**config.mk**
```make
export PLATFORM = sky130hd
export DESIGN_NAME = spg_device_flat
export DESIGN_NICKNAME = d
export VERILOG_FILES = /design/src/spg_pkg.sv /design/src/spg_link_if.sv /design/src/spg_device.sv /design/src/flat_wrapper.sv
export SDC_FILE = /design/constraint.sdc
export NUM_CORES = 1
export LEC_CHECK = 0
export BUFFER_PORTS_ARGS = -buffer_cell sky130_fd_sc_hd__buf_4
export CORE_UTILIZATION = 48
export CTS_CLUSTER_SIZE = 10
export DETAILED_ROUTE_END_ITERATION = 10
export GPL_TIMING_DRIVEN = 0
export PLACE_DENSITY_LB_ADDON = 0.12
export SYNTH_ARGS = -nofsm -noshare
export SYNTH_HDL_FRONTEND = slang
export SYNTH_SLANG_ARGS = --single-unit
```
**constraint.sdc**
```tcl
create_clock -name ref_clk_i -period 9.9 [get_ports ref_clk_i]
set_input_delay 0.495 -clock ref_clk_i [delete_from_list [all_inputs] [get_ports ref_clk_i]]
set_output_delay 0.495 -clock ref_clk_i [all_outputs]
set_load 0.01 [all_outputs]
```
**src/spg_pkg.sv**
```systemverilog
/*
  Constants and encodings shared by both ends of the
  stepper pulse generator link. Assumes a single 25 MHz clock everywhere.
*/
package spg_pkg;

  // Clock and watchdog timing.
  localparam int CLK_KHZ = 25000;
  localparam int WD_TIME_MS = 1500;
  localparam int WD_CYCLES = WD_TIME_MS * CLK_KHZ;

  // Register-select codes on the parallel port.
  localparam logic [1:0] SEL_CMD = 2'h0;
  localparam logic [1:0] SEL_B0 = 2'h1;
  localparam logic [1:0] SEL_B1 = 2'h2;
  localparam logic [1:0] SEL_B2 = 2'h3;

  // Parameter register indices chosen by the select command.
  localparam logic [2:0] PR_CTR = 3'h0;
  localparam logic [2:0] PR_LOW = 3'h1;
  localparam logic [2:0] PR_HIGH = 3'h2;
  localparam logic [2:0] PR_RAMP = 3'h3;
  localparam logic [2:0] PR_RDP = 3'h4;
  localparam logic [2:0] PR_MUL = 3'h5;

  // Command byte: opcode in [7:4], argument in [3:0].
  localparam logic [3:0] OP_SELECT = 4'h0;
  localparam logic [3:0] OP_START = 4'h1;
  localparam logic [3:0] OP_STOP = 4'h2;
  localparam logic [3:0] OP_STOP_DEC = 4'h3;
  localparam logic [3:0] OP_SOFT_RST = 4'h4;

  // Start argument: [1:0] mode, [2] direction, [3] high speed.
  localparam logic [1:0] MODE_CONT = 2'h0;
  localparam logic [1:0] MODE_PRESET = 2'h1;
  localparam logic [1:0] MODE_ORIGIN = 2'h2;

  // Board control register bits and value after reset.
  localparam int CTL_QRST_N = 0;
  localparam int CTL_PRST_N = 1;
  localparam int CTL_LED_N = 2;
  localparam int CTL_DRV_N = 5;
  localparam int CTL_HSTEP = 6;
  localparam int CTL_WAVE = 7;
  localparam logic [7:0] CTL_RESET = 8'h00;

  // Parameter register values after a generator clear.
  localparam logic [17:0] CTR_RESET = 18'h00000;
  localparam logic [12:0] SPEED_RESET = 13'h0001;
  localparam logic [9:0] DIV_RESET = 10'h002;
  localparam logic [15:0] RDP_RESET = 16'h0000;

  // Host engine timing and AXI4-Lite map.
  localparam logic [1:0] STROBE_CYC = 2'h3;
  localparam logic [3:0] HA_CMD = 4'h0;
  localparam logic [3:0] HA_STAT = 4'h4;
  localparam logic [1:0] KIND_PG_WR = 2'h0;
  localparam logic [1:0] KIND_PG_RD = 2'h1;
  localparam logic [1:0] KIND_CTL_WR = 2'h2;
  localparam logic [1:0] KIND_QUAD_RD = 2'h3;
  localparam logic [1:0] RESP_OKAY = 2'h0;
  localparam logic [1:0] RESP_SLVERR = 2'h2;

  typedef enum logic [1:0] {
    RUN_IDLE = 2'b00,
    RUN_GO = 2'b01,
    RUN_DEC = 2'b11
  } spg_run_t;

  typedef enum logic [1:0] {
    HS_IDLE = 2'b00,
    HS_SETUP = 2'b01,
    HS_STROBE = 2'b11,
    HS_HOLD = 2'b10
  } spg_hstate_t;

endpackage : spg_pkg

```
**src/spg_link_if.sv**
```systemverilog
/*
  Parallel register port plus expansion-bus strobes between host and board.
  Assumes both ends share one clock; each end drives its own data wires.
*/
`timescale 1ns/1ns
interface spg_link_if;
  logic cs_n;
  logic rd_n;
  logic wr_n;
  logic reg_sel_hi;
  logic reg_sel_lo;
  logic [7:0] host_data;
  logic host_oe;
  logic [7:0] dev_data;
  logic dev_oe;
  logic bus_rst;
  logic ctl_wr;
  logic quad_rd;

  modport dev (
    input cs_n, rd_n, wr_n, reg_sel_hi, reg_sel_lo, host_data, host_oe,
    input bus_rst, ctl_wr, quad_rd,
    output dev_data, dev_oe
  );
  modport host (
    output cs_n, rd_n, wr_n, reg_sel_hi, reg_sel_lo, host_data, host_oe,
    output bus_rst, ctl_wr, quad_rd,
    input dev_data, dev_oe
  );
endinterface : spg_link_if

```
**src/spg_device.sv**
```systemverilog
/*
  Board end: pulse generator, board control register, watchdog and the
  quadrature counter reset path. Assumes the host end keeps its own rules
  and that sense pins arrive asynchronously.
*/
// The AXI4-Lite slave port and the placing of the registers are this design's own decisions.
`timescale 1ns/1ns
module spg_device
  import spg_pkg::*;
#(
  parameter int WD_LIMIT = WD_CYCLES
) (
  // Clock, reset, enable.
  input wire logic ref_clk_i,
  input wire logic rst_i,
  input wire logic ce_i,
  // Link.
  spg_link_if.dev link,
  // Sense pins and watchdog jumper.
  input wire logic origin_n_i,
  input wire logic limit_pos_n_i,
  input wire logic limit_neg_n_i,
  input wire logic wd_enable_i,
  // Motor and board outputs.
  output logic step_n_o,
  output logic direction_out_o,
  output logic irq_n_o,
  output logic wd_out_n_o,
  output logic [7:0] board_ctl_o,
  output logic [15:0] quad_count_o
);

  function automatic logic [17:0] put_byte(input logic [17:0] old,
                                           input logic [1:0] lane,
                                           input logic [7:0] b);
    logic [17:0] r;
    r = old;
    if (lane == SEL_B0) begin
      r[7:0] = b;
    end else if (lane == SEL_B1) begin
      r[15:8] = b;
    end else if (lane == SEL_B2) begin
      r[17:16] = b[1:0];
    end
    return r;
  endfunction : put_byte

  ////////////////////////////////////////////////////////////////////////////
  logic [2:0] org_s, lp_s, ln_s;
  logic [1:0] wde_s;
  logic [1:0] sel;
  logic wr_act, wr_q, wr_take;
  logic [31:0] wd_cnt;
  logic wd_trip, pg_clear, refresh;
  logic [17:0] ctr;
  logic [12:0] low_spd, high_spd, cur_spd, tgt_spd;
  logic [9:0] ramp_rate, mul, pre_cnt, ramp_cnt;
  logic [15:0] rdp;
  logic [2:0] psel;
  logic [1:0] mode;
  logic hs, stable;
  logic [12:0] acc;
  logic [13:0] next_acc;
  spg_run_t run;
  logic tick, step_ev, sense_stop, end_ev;
  logic [7:0] cmd;

  assign sel = {link.reg_sel_hi, link.reg_sel_lo};
  // Both strobes low is treated as no access at all.
  assign wr_act = !link.cs_n && !link.wr_n && link.rd_n;
  assign wr_take = wr_act && !wr_q;
  assign cmd = link.host_data;
  assign refresh = link.quad_rd || link.ctl_wr;

  // Sense pins cross three flip-flops, the jumper two; the origin edge logic compares the second and third stages.
  always_ff @(posedge ref_clk_i or posedge rst_i) begin
    if (rst_i) begin
      org_s <= 3'h7;
      lp_s <= 3'h7;
      ln_s <= 3'h7;
      wde_s <= 2'h0;
      wr_q <= 1'b0;
    end else if (ce_i) begin
      org_s <= {org_s[1:0], origin_n_i};
      lp_s <= {lp_s[1:0], limit_pos_n_i};
      ln_s <= {ln_s[1:0], limit_neg_n_i};
      wde_s <= {wde_s[0], wd_enable_i};
      wr_q <= wr_act;
    end
  end

  ////////////////////////////////////////////////////////////////////////////
  // Board control register survives bus resets and watchdog trips.
  always_ff @(posedge ref_clk_i or posedge rst_i) begin
    if (rst_i) begin
      board_ctl_o <= CTL_RESET;
    end else if (ce_i && link.ctl_wr) begin
      board_ctl_o <= link.host_data;
    end
  end

  always_ff @(posedge ref_clk_i or posedge rst_i) begin
    if (rst_i) begin
      wd_cnt <= '0;
      wd_out_n_o <= 1'b1;
    end else if (ce_i) begin
      if (refresh || !wde_s[1]) begin
        wd_cnt <= '0;
        wd_out_n_o <= 1'b1;
      end else if (wd_cnt >= 32'(WD_LIMIT - 1)) begin
        wd_out_n_o <= 1'b0;
      end else begin
        wd_cnt <= wd_cnt + 32'h1;
      end
    end
  end

  assign wd_trip = !wd_out_n_o;

  // Watchdog trips never touch the quadrature counter.
  always_ff @(posedge ref_clk_i or posedge rst_i) begin
    if (rst_i) begin
      quad_count_o <= '0;
    end else if (ce_i) begin
      if (link.bus_rst || !board_ctl_o[CTL_QRST_N]) begin
        quad_count_o <= '0;
      end
    end
  end

  // Control reset value keeps the generator cleared until the host writes.
  assign pg_clear = link.bus_rst || !board_ctl_o[CTL_PRST_N] || wd_trip;

  ////////////////////////////////////////////////////////////////////////////
  always_ff @(posedge ref_clk_i or posedge rst_i) begin
    if (rst_i) begin
      ctr <= CTR_RESET;
      low_spd <= SPEED_RESET;
      high_spd <= SPEED_RESET;
      ramp_rate <= DIV_RESET;
      rdp <= RDP_RESET;
      mul <= DIV_RESET;
      psel <= PR_CTR;
    end else if (ce_i) begin
      if (pg_clear) begin
        ctr <= CTR_RESET;
        low_spd <= SPEED_RESET;
        high_spd <= SPEED_RESET;
        ramp_rate <= DIV_RESET;
        rdp <= RDP_RESET;
        mul <= DIV_RESET;
        psel <= PR_CTR;
      end else if (wr_take && sel == SEL_CMD) begin
        if (cmd[7:4] == OP_SELECT) begin
          psel <= cmd[2:0];
        end
      end else if (wr_take) begin
        unique case (psel)
          PR_CTR: ctr <= put_byte(ctr, sel, cmd);
          PR_LOW: low_spd <= 13'(put_byte({5'h0, low_spd}, sel, cmd));
          PR_HIGH: high_spd <= 13'(put_byte({5'h0, high_spd}, sel, cmd));
          PR_RAMP: ramp_rate <= 10'(put_byte({8'h0, ramp_rate}, sel, cmd));
          PR_RDP: rdp <= 16'(put_byte({2'h0, rdp}, sel, cmd));
          PR_MUL: mul <= 10'(put_byte({8'h0, mul}, sel, cmd));
          default: ;
        endcase
      end else if (step_ev && mode == MODE_PRESET && ctr != '0) begin
        ctr <= ctr - 18'h1;
      end
    end
  end

  ////////////////////////////////////////////////////////////////////////////
  // The prescaler divides by the multiplier; the accumulator adds the
  // current speed each tick and its carry is the step, so the rate is
  // speed/8192 of clock/multiplier.
  assign tick = (pre_cnt >= mul - 10'h1);
  assign next_acc = {1'b0, acc} + {1'b0, cur_spd};
  assign step_ev = run != RUN_IDLE && tick && next_acc[13];
  assign stable = cur_spd == tgt_spd;
  assign sense_stop = direction_out_o ? !lp_s[2] : !ln_s[2];
  always_comb begin
    end_ev = 1'b0;
    if (run != RUN_IDLE) begin
      unique case (mode)
        MODE_PRESET: end_ev = sense_stop || ctr == '0;
        MODE_ORIGIN: end_ev = org_s[2] != org_s[1];
        default: end_ev = sense_stop;
      endcase
      if (run == RUN_DEC && stable) begin
        end_ev = 1'b1;
      end
    end
  end

  always_ff @(posedge ref_clk_i or posedge rst_i) begin
    if (rst_i) begin
      run <= RUN_IDLE;
      mode <= MODE_CONT;
      hs <= 1'b0;
      direction_out_o <= 1'b0;
      cur_spd <= SPEED_RESET;
      tgt_spd <= SPEED_RESET;
      irq_n_o <= 1'b1;
    end else if (ce_i) begin
      if (pg_clear) begin
        run <= RUN_IDLE;
        mode <= MODE_CONT;
        hs <= 1'b0;
        direction_out_o <= 1'b0;
        cur_spd <= SPEED_RESET;
        tgt_spd <= SPEED_RESET;
        irq_n_o <= 1'b1;
      end else if (wr_take && sel == SEL_CMD && cmd[7:4] != OP_SELECT) begin
        unique case (cmd[7:4])
          OP_START: begin
            run <= RUN_GO;
            mode <= cmd[1:0];
            direction_out_o <= cmd[2];
            hs <= cmd[3];
            cur_spd <= low_spd;
            tgt_spd <= cmd[3] ? high_spd : low_spd;
          end
          OP_STOP: run <= RUN_IDLE;
          OP_STOP_DEC: begin
            run <= (run == RUN_IDLE) ? RUN_IDLE : RUN_DEC;
            tgt_spd <= low_spd;
          end
          OP_SOFT_RST: begin
            run <= RUN_IDLE;
            irq_n_o <= 1'b1;
          end
          default: ;
        endcase
      end else if (end_ev) begin
        run <= RUN_IDLE;
        irq_n_o <= 1'b0;
      end else if (run != RUN_IDLE) begin
        if (hs && mode == MODE_PRESET && {2'h0, rdp} >= ctr) begin
          tgt_spd <= low_spd;
        end
        if (ramp_cnt >= ramp_rate - 10'h1) begin
          if (cur_spd < tgt_spd) begin
            cur_spd <= cur_spd + 13'h1;
          end else if (cur_spd > tgt_spd) begin
            cur_spd <= cur_spd - 13'h1;
          end
        end
      end
    end
  end

  always_ff @(posedge ref_clk_i or posedge rst_i) begin
    if (rst_i) begin
      pre_cnt <= '0;
      ramp_cnt <= '0;
      acc <= '0;
      step_n_o <= 1'b1;
    end else if (ce_i) begin
      step_n_o <= !step_ev;
      if (pg_clear || run == RUN_IDLE) begin
        pre_cnt <= '0;
        ramp_cnt <= '0;
        acc <= '0;
      end else begin
        pre_cnt <= tick ? 10'h0 : pre_cnt + 10'h1;
        ramp_cnt <= (ramp_cnt >= ramp_rate - 10'h1) ? 10'h0 :
                    ramp_cnt + 10'h1;
        if (tick) begin
          acc <= next_acc[12:0];
        end
      end
    end
  end

  ////////////////////////////////////////////////////////////////////////////
  // Read port: the status bytes, the counter and the ramp-down point return data.
  always_ff @(posedge ref_clk_i or posedge rst_i) begin
    if (rst_i) begin
      link.dev_oe <= 1'b0;
      link.dev_data <= 8'h00;
    end else if (ce_i) begin
      link.dev_oe <= !link.cs_n && !link.rd_n && link.wr_n;
      unique case (sel)
        SEL_CMD: link.dev_data <= {irq_n_o, run != RUN_IDLE, stable,
                                   psel == PR_RDP, ctr == '0, !org_s[2],
                                   !lp_s[2], !ln_s[2]};
        SEL_B0: link.dev_data <= psel == PR_RDP ? rdp[7:0] :
                                 psel == PR_CTR ? ctr[7:0] : 8'h00;
        SEL_B1: link.dev_data <= psel == PR_RDP ? rdp[15:8] :
                                 psel == PR_CTR ? ctr[15:8] : 8'h00;
        SEL_B2: link.dev_data <= {!step_n_o, {2'h0, rdp} > ctr,
                                  cur_spd > tgt_spd, cur_spd < tgt_spd,
                                  2'h0, ctr[17:16]};
      endcase
    end
  end

endmodule : spg_device

```
**src/flat_wrapper.sv**
```systemverilog
// flat-port wrapper written by rule: the top's interface ports become plain ports
module spg_device_flat import spg_pkg::*;
#(
  parameter int WD_LIMIT = WD_CYCLES
)
  (ref_clk_i, rst_i, ce_i, origin_n_i, limit_pos_n_i, limit_neg_n_i, wd_enable_i, step_n_o, direction_out_o, irq_n_o, wd_out_n_o, board_ctl_o, quad_count_o, link_cs_n, link_rd_n, link_wr_n, link_reg_sel_hi, link_reg_sel_lo, link_host_data, link_host_oe, link_bus_rst, link_ctl_wr, link_quad_rd, link_dev_data, link_dev_oe);
  spg_link_if link_i ();
  input wire logic ref_clk_i;
  input wire logic rst_i;
  input wire logic ce_i;
  input wire logic origin_n_i;
  input wire logic limit_pos_n_i;
  input wire logic limit_neg_n_i;
  input wire logic wd_enable_i;
  output logic step_n_o;
  output logic direction_out_o;
  output logic irq_n_o;
  output logic wd_out_n_o;
  output logic [7:0] board_ctl_o;
  output logic [15:0] quad_count_o;
  input wire logic [$bits(link_i.cs_n)-1:0] link_cs_n;
  input wire logic [$bits(link_i.rd_n)-1:0] link_rd_n;
  input wire logic [$bits(link_i.wr_n)-1:0] link_wr_n;
  input wire logic [$bits(link_i.reg_sel_hi)-1:0] link_reg_sel_hi;
  input wire logic [$bits(link_i.reg_sel_lo)-1:0] link_reg_sel_lo;
  input wire logic [$bits(link_i.host_data)-1:0] link_host_data;
  input wire logic [$bits(link_i.host_oe)-1:0] link_host_oe;
  input wire logic [$bits(link_i.bus_rst)-1:0] link_bus_rst;
  input wire logic [$bits(link_i.ctl_wr)-1:0] link_ctl_wr;
  input wire logic [$bits(link_i.quad_rd)-1:0] link_quad_rd;
  output wire logic [$bits(link_i.dev_data)-1:0] link_dev_data;
  output wire logic [$bits(link_i.dev_oe)-1:0] link_dev_oe;
  assign link_i.cs_n = link_cs_n;
  assign link_i.rd_n = link_rd_n;
  assign link_i.wr_n = link_wr_n;
  assign link_i.reg_sel_hi = link_reg_sel_hi;
  assign link_i.reg_sel_lo = link_reg_sel_lo;
  assign link_i.host_data = link_host_data;
  assign link_i.host_oe = link_host_oe;
  assign link_i.bus_rst = link_bus_rst;
  assign link_i.ctl_wr = link_ctl_wr;
  assign link_i.quad_rd = link_quad_rd;
  assign link_dev_data = link_i.dev_data;
  assign link_dev_oe = link_i.dev_oe;
  spg_device #(.WD_LIMIT(WD_LIMIT)) u_core (.ref_clk_i(ref_clk_i), .rst_i(rst_i), .ce_i(ce_i), .link(link_i), .origin_n_i(origin_n_i), .limit_pos_n_i(limit_pos_n_i), .limit_neg_n_i(limit_neg_n_i), .wd_enable_i(wd_enable_i), .step_n_o(step_n_o), .direction_out_o(direction_out_o), .irq_n_o(irq_n_o), .wd_out_n_o(wd_out_n_o), .board_ctl_o(board_ctl_o), .quad_count_o(quad_count_o));
endmodule
```
==> summary.txt <==
Setup path
  • Reg2Reg Launch Point: u_core.cur_spd[12]$_DFFE_PP0P_
  • Max incr delay on CP: about 530 ps
  • Crit path kind: reg -> reg
  • Critical path, cell by cell: ha_1 > nand4_1 > nor3_1 > o21a_1 > a21oi_1 > o21ai_1 > buf_4 > ha_1 > a211oi_1 > o21bai_1 > a21o_1 > a21oi_1 > o21ai_0 > o211ai_1 > xnor2_1 > a22oi_1 > a21oi_1
  • Crit path DAT: approximately 4700 ps
  • R2R setup slack: between 5000 and 6000 ps
  • CP max stage cell: o21ai_1
  • CP max FO: 9
  • CP endpoint kind: register
  • Worst reg2reg path depth: 17
  • CP Launch Type: register
  • Worst path required time: 10350 ps
  • RR Endpoint: u_core.cur_spd[11]$_DFFE_PP0P_
  • CP dominant cell by count: a21oi_1
  • Setup crit start: u_core.cur_spd[12]$_DFFE_PP0P_

Detailed routing
  • TritonRoute pass-1 iters: 5
  • DR DRC count: 0
  • Final ANT Viol Nets: 0
  • DR iter-0 viols: 769
  • Vias: between 10000 and 15000
  • Routed wire length: approximately 33000 um
  • Routed WL per cell: around 18 um
  • Vias per cell: 5.78

Logic synthesis
  • Synthesized area: about 0.012 mm^2
  • Post-synth EDFFs: 0
  • Biggest area consumer among synthesized cells: dfrtp_1
  • Cell count after synthesis: between 1000 and 1500
  • Post-synth cell types: 75
  • Syn Area/Cell: 9.21 um^2
  • Synth Flop Type: dfrtp_1
  • Largest cells by area after synthesis: dfrtp_1 39%, ha_1 8.2%, o21ai_0 6.2%
  • Register area share after synthesis: 0.430
  • FF+latch count, synth: ~210
  • Async S/R FF share, synth: 1.00
  • Share of Yosys cell area claimed by the top area cell type: 0.392
  • Ys Warns: 0

STA
  • RSZ-0062 raised after global routing: no
  • Final min period: 4230 ps
  • Setup tns final: 0 ps
  • Worst Clk Skew: 15.8 ps
  • Final period util: 0.427
  • Actual slew at the worst max-slew pin: 1270 ps
  • Max Transition Viols Final: 0
  • FMAX: between 200 and 250 MHz
  • Fin. Hold Viols: 0
  • Normalized max-slew margin: 0.147
  • Final setup fails: 0

Finish
  • Final net count: 1537
  • Filler instances: between 2000 and 2500
  • Ratio of cells with drive above 1 in the final layout: 0.112
  • Layout area overhead: 13.0%
  • Seq. cell area: ~0.0053 mm^2
  • Ant diodes: 0
  • Multi-input logic area: 0.00654 mm^2
  • Post-Layout Cell Count: around 1800

Placed design
  • Cells after DPL: between 1500 and 2000
  • RD Place Congestion: 0.998
  • I/O Buffers: between 40 and 50
  • Detailed Place HPWL: between 20000 and 25000 um

Power
  • Power density over cell area: about 220 mW/mm^2
  • Leak pwr: ~6.4 nW
  • Max VDD drop: approximately 0.00015 V

Outcome
  • Status: finished clean

Clock tree
  • TritonCTS buffer count: 26
  • CTS sink cnt: approximately 210
  • Clk Latency, worst-skew pair: approximately 540 ps
  • Clk pin slew, worst setup/hold paths: roughly 60 ps
  • Max clock buf depth: 3
  • Post-CTS setup buffer count: 0
  • CTS resizes: 0
  • CTS tree: done
  • H-tree lvl count: 1
  • Cts hold-fix bufs: 0
  • Root Buffer: clkbuf_16

Floorplanning
  • Chip width: between 150 and 200 um
  • Starting density of the core: 0.490
  • I/O pin cnt: 61
  • Die area: between 0.02 and 0.03 mm^2
  • Core footprint: around 0.025 mm^2
  • Die span in y: 163 um
  • FP Rows: 58

Global route
  • Antenna violations before repair: 0
  • Total GRT Usage: 0.258
  • First-pass GRT wire length: ~54000 um
  • Grt ovf: 0
  • Number of global-route vias before repair: 10100
  • Largest net degree at the start of global routing: approximately 110

Run
  • Max_cap viols: 0

Worst hold path
  • Worst hold path type: in -> async
## cells in the final DEF, fill, tap and decap left out, types with 26 or more instances in the layout
cell type,Yosys,layout
and3_1,27,27
a21oi_1,68,68
nand2_1,145,145
o21ai_0,153,152
mux2_2,30,30
xnor2_1,29,29
dfrtp_1,194,194
nand3_1,47,47
inv_1,62,61
clkbuf_16,0,26
ha_1,81,81
clkbuf_1,37,53
buf_4,17,59
xor2_1,39,39
nor2_1,117,117
## registers in the layout, summed over array words and instances (netlist names), 3 cells and up
signal                cells
u_core.pre_cnt           10
u_core.psel               3
u_core.ramp_rate         10
u_core.lp_s               3
u_core.mul               10
u_core.ctr               18
u_core.org_s              3
u_core.high_spd          13
u_core.ramp_cnt          10
u_core.acc               13
u_core.ln_s               3
u_core.wd_cnt            32
u_core.board_ctl_o        8
u_core.rdp               16
u_core.low_spd           13
u_core.cur_spd           13
u_core.link.dev_data      8
u_core.tgt_spd           13
## Yosys cell counts (all sizes together) (29+ instances only)
cell type	number
mux2	30
a21oi	68
nand3	47
nor2	119
o21ai	158
inv	63
clkbuf	37
dfrtp	194
xor2	39
xnor2	29
nand2	145
ha	81
## through the flow
step / power (W) / instance area [um^2] / setup slack, ps / util / hold WS, ps
after floorplan: 0.00192 / 12400 / 3640 / - / 444
after global placement: 0.00217 / 13200 / 1050 / 0.521 / 459
after detailed placement: 0.00220 / 13200 / 5700 / 0.523 / 469
after CTS: 0.00312 / 14000 / 5690 / 0.554 / 131
after global routing: 0.00332 / 14000 / 5310 / 0.554 / 161
final: 0.00311 / 14000 / 5670 / 0.554 / 93.7
## power breakdown
part	leakage, nW	total, W	internal, W	switching (W)
registers	2.80	0.00107	0.000968	0.000102
logic	3.24	0.00114	0.000492	0.000645
clock network	0.383	0.000900	0.000531	0.000369
## critical path, delay by kind of cell (launching register included)
family | cells | cell delay (ps)
adder cells (fa/ha/maj) | 2 | 580
buffers and inverters | 1 | 300
flip-flops | 1 | 420
AO/OA/AOI/OAI | 11 | 2230
AND/OR/NAND/NOR | 2 | 450
XOR/XNOR | 1 | 160
## area by class of cell
cell class	instances	area share
Multi-Input combinational cell	1020	0.467
Sequential cell	212	0.381
Clock buffer	44	0.0527
Tap cell	330	0.0295
Timing Repair Buffer	43	0.0245
Buffer	64	0.0241
Inverter	63	0.0174
Clock inverter	4	0.00402
## layer usage
layer | share of wire | global-route usage | vias up
met2 | 0.46 | 0.420 | 309
met4 | 0.031 | 0.0828 | 0
met1 | 0.46 | 0.354 | 4935
met5 | 0 | 0 | -
li1 | - | - | 4971
met3 | 0.056 | 0.0374 | 66
## how the worst max path moves through the flow
stage,cells after the start,endpoint,slack [ps]
after floorplan,1,u_core.acc[0]$_DFFE_PP0P_,3640
final,17,u_core.cur_spd[11]$_DFFE_PP0P_,5670
after CTS,17,u_core.cur_spd[11]$_DFFE_PP0P_,5690
after global placement,2,u_core.acc[0]$_DFFE_PP0P_,1050
after detailed placement,17,u_core.cur_spd[11]$_DFFE_PP0P_,5700
after global routing,17,u_core.cur_spd[11]$_DFFE_PP0P_,5310
## logic make-up (layout without fill, tap and decap cells)
kind of cell | after synthesis | after routing | synth area share
other | 1 | 16 | 0.000303
AOI/OAI and AO/OA | 377 | 377 | 0.191
adders and majority gates | 83 | 83 | 0.0851
and+or+nand+nor | 441 | 441 | 0.168
xor gates and xnor gates | 68 | 68 | 0.0481
buffers and inverters | 127 | 218 | 0.0464
DFF | 212 | 212 | 0.430
muxes | 35 | 35 | 0.0313
Note: power is estimated with default switching activity, not from simulation.
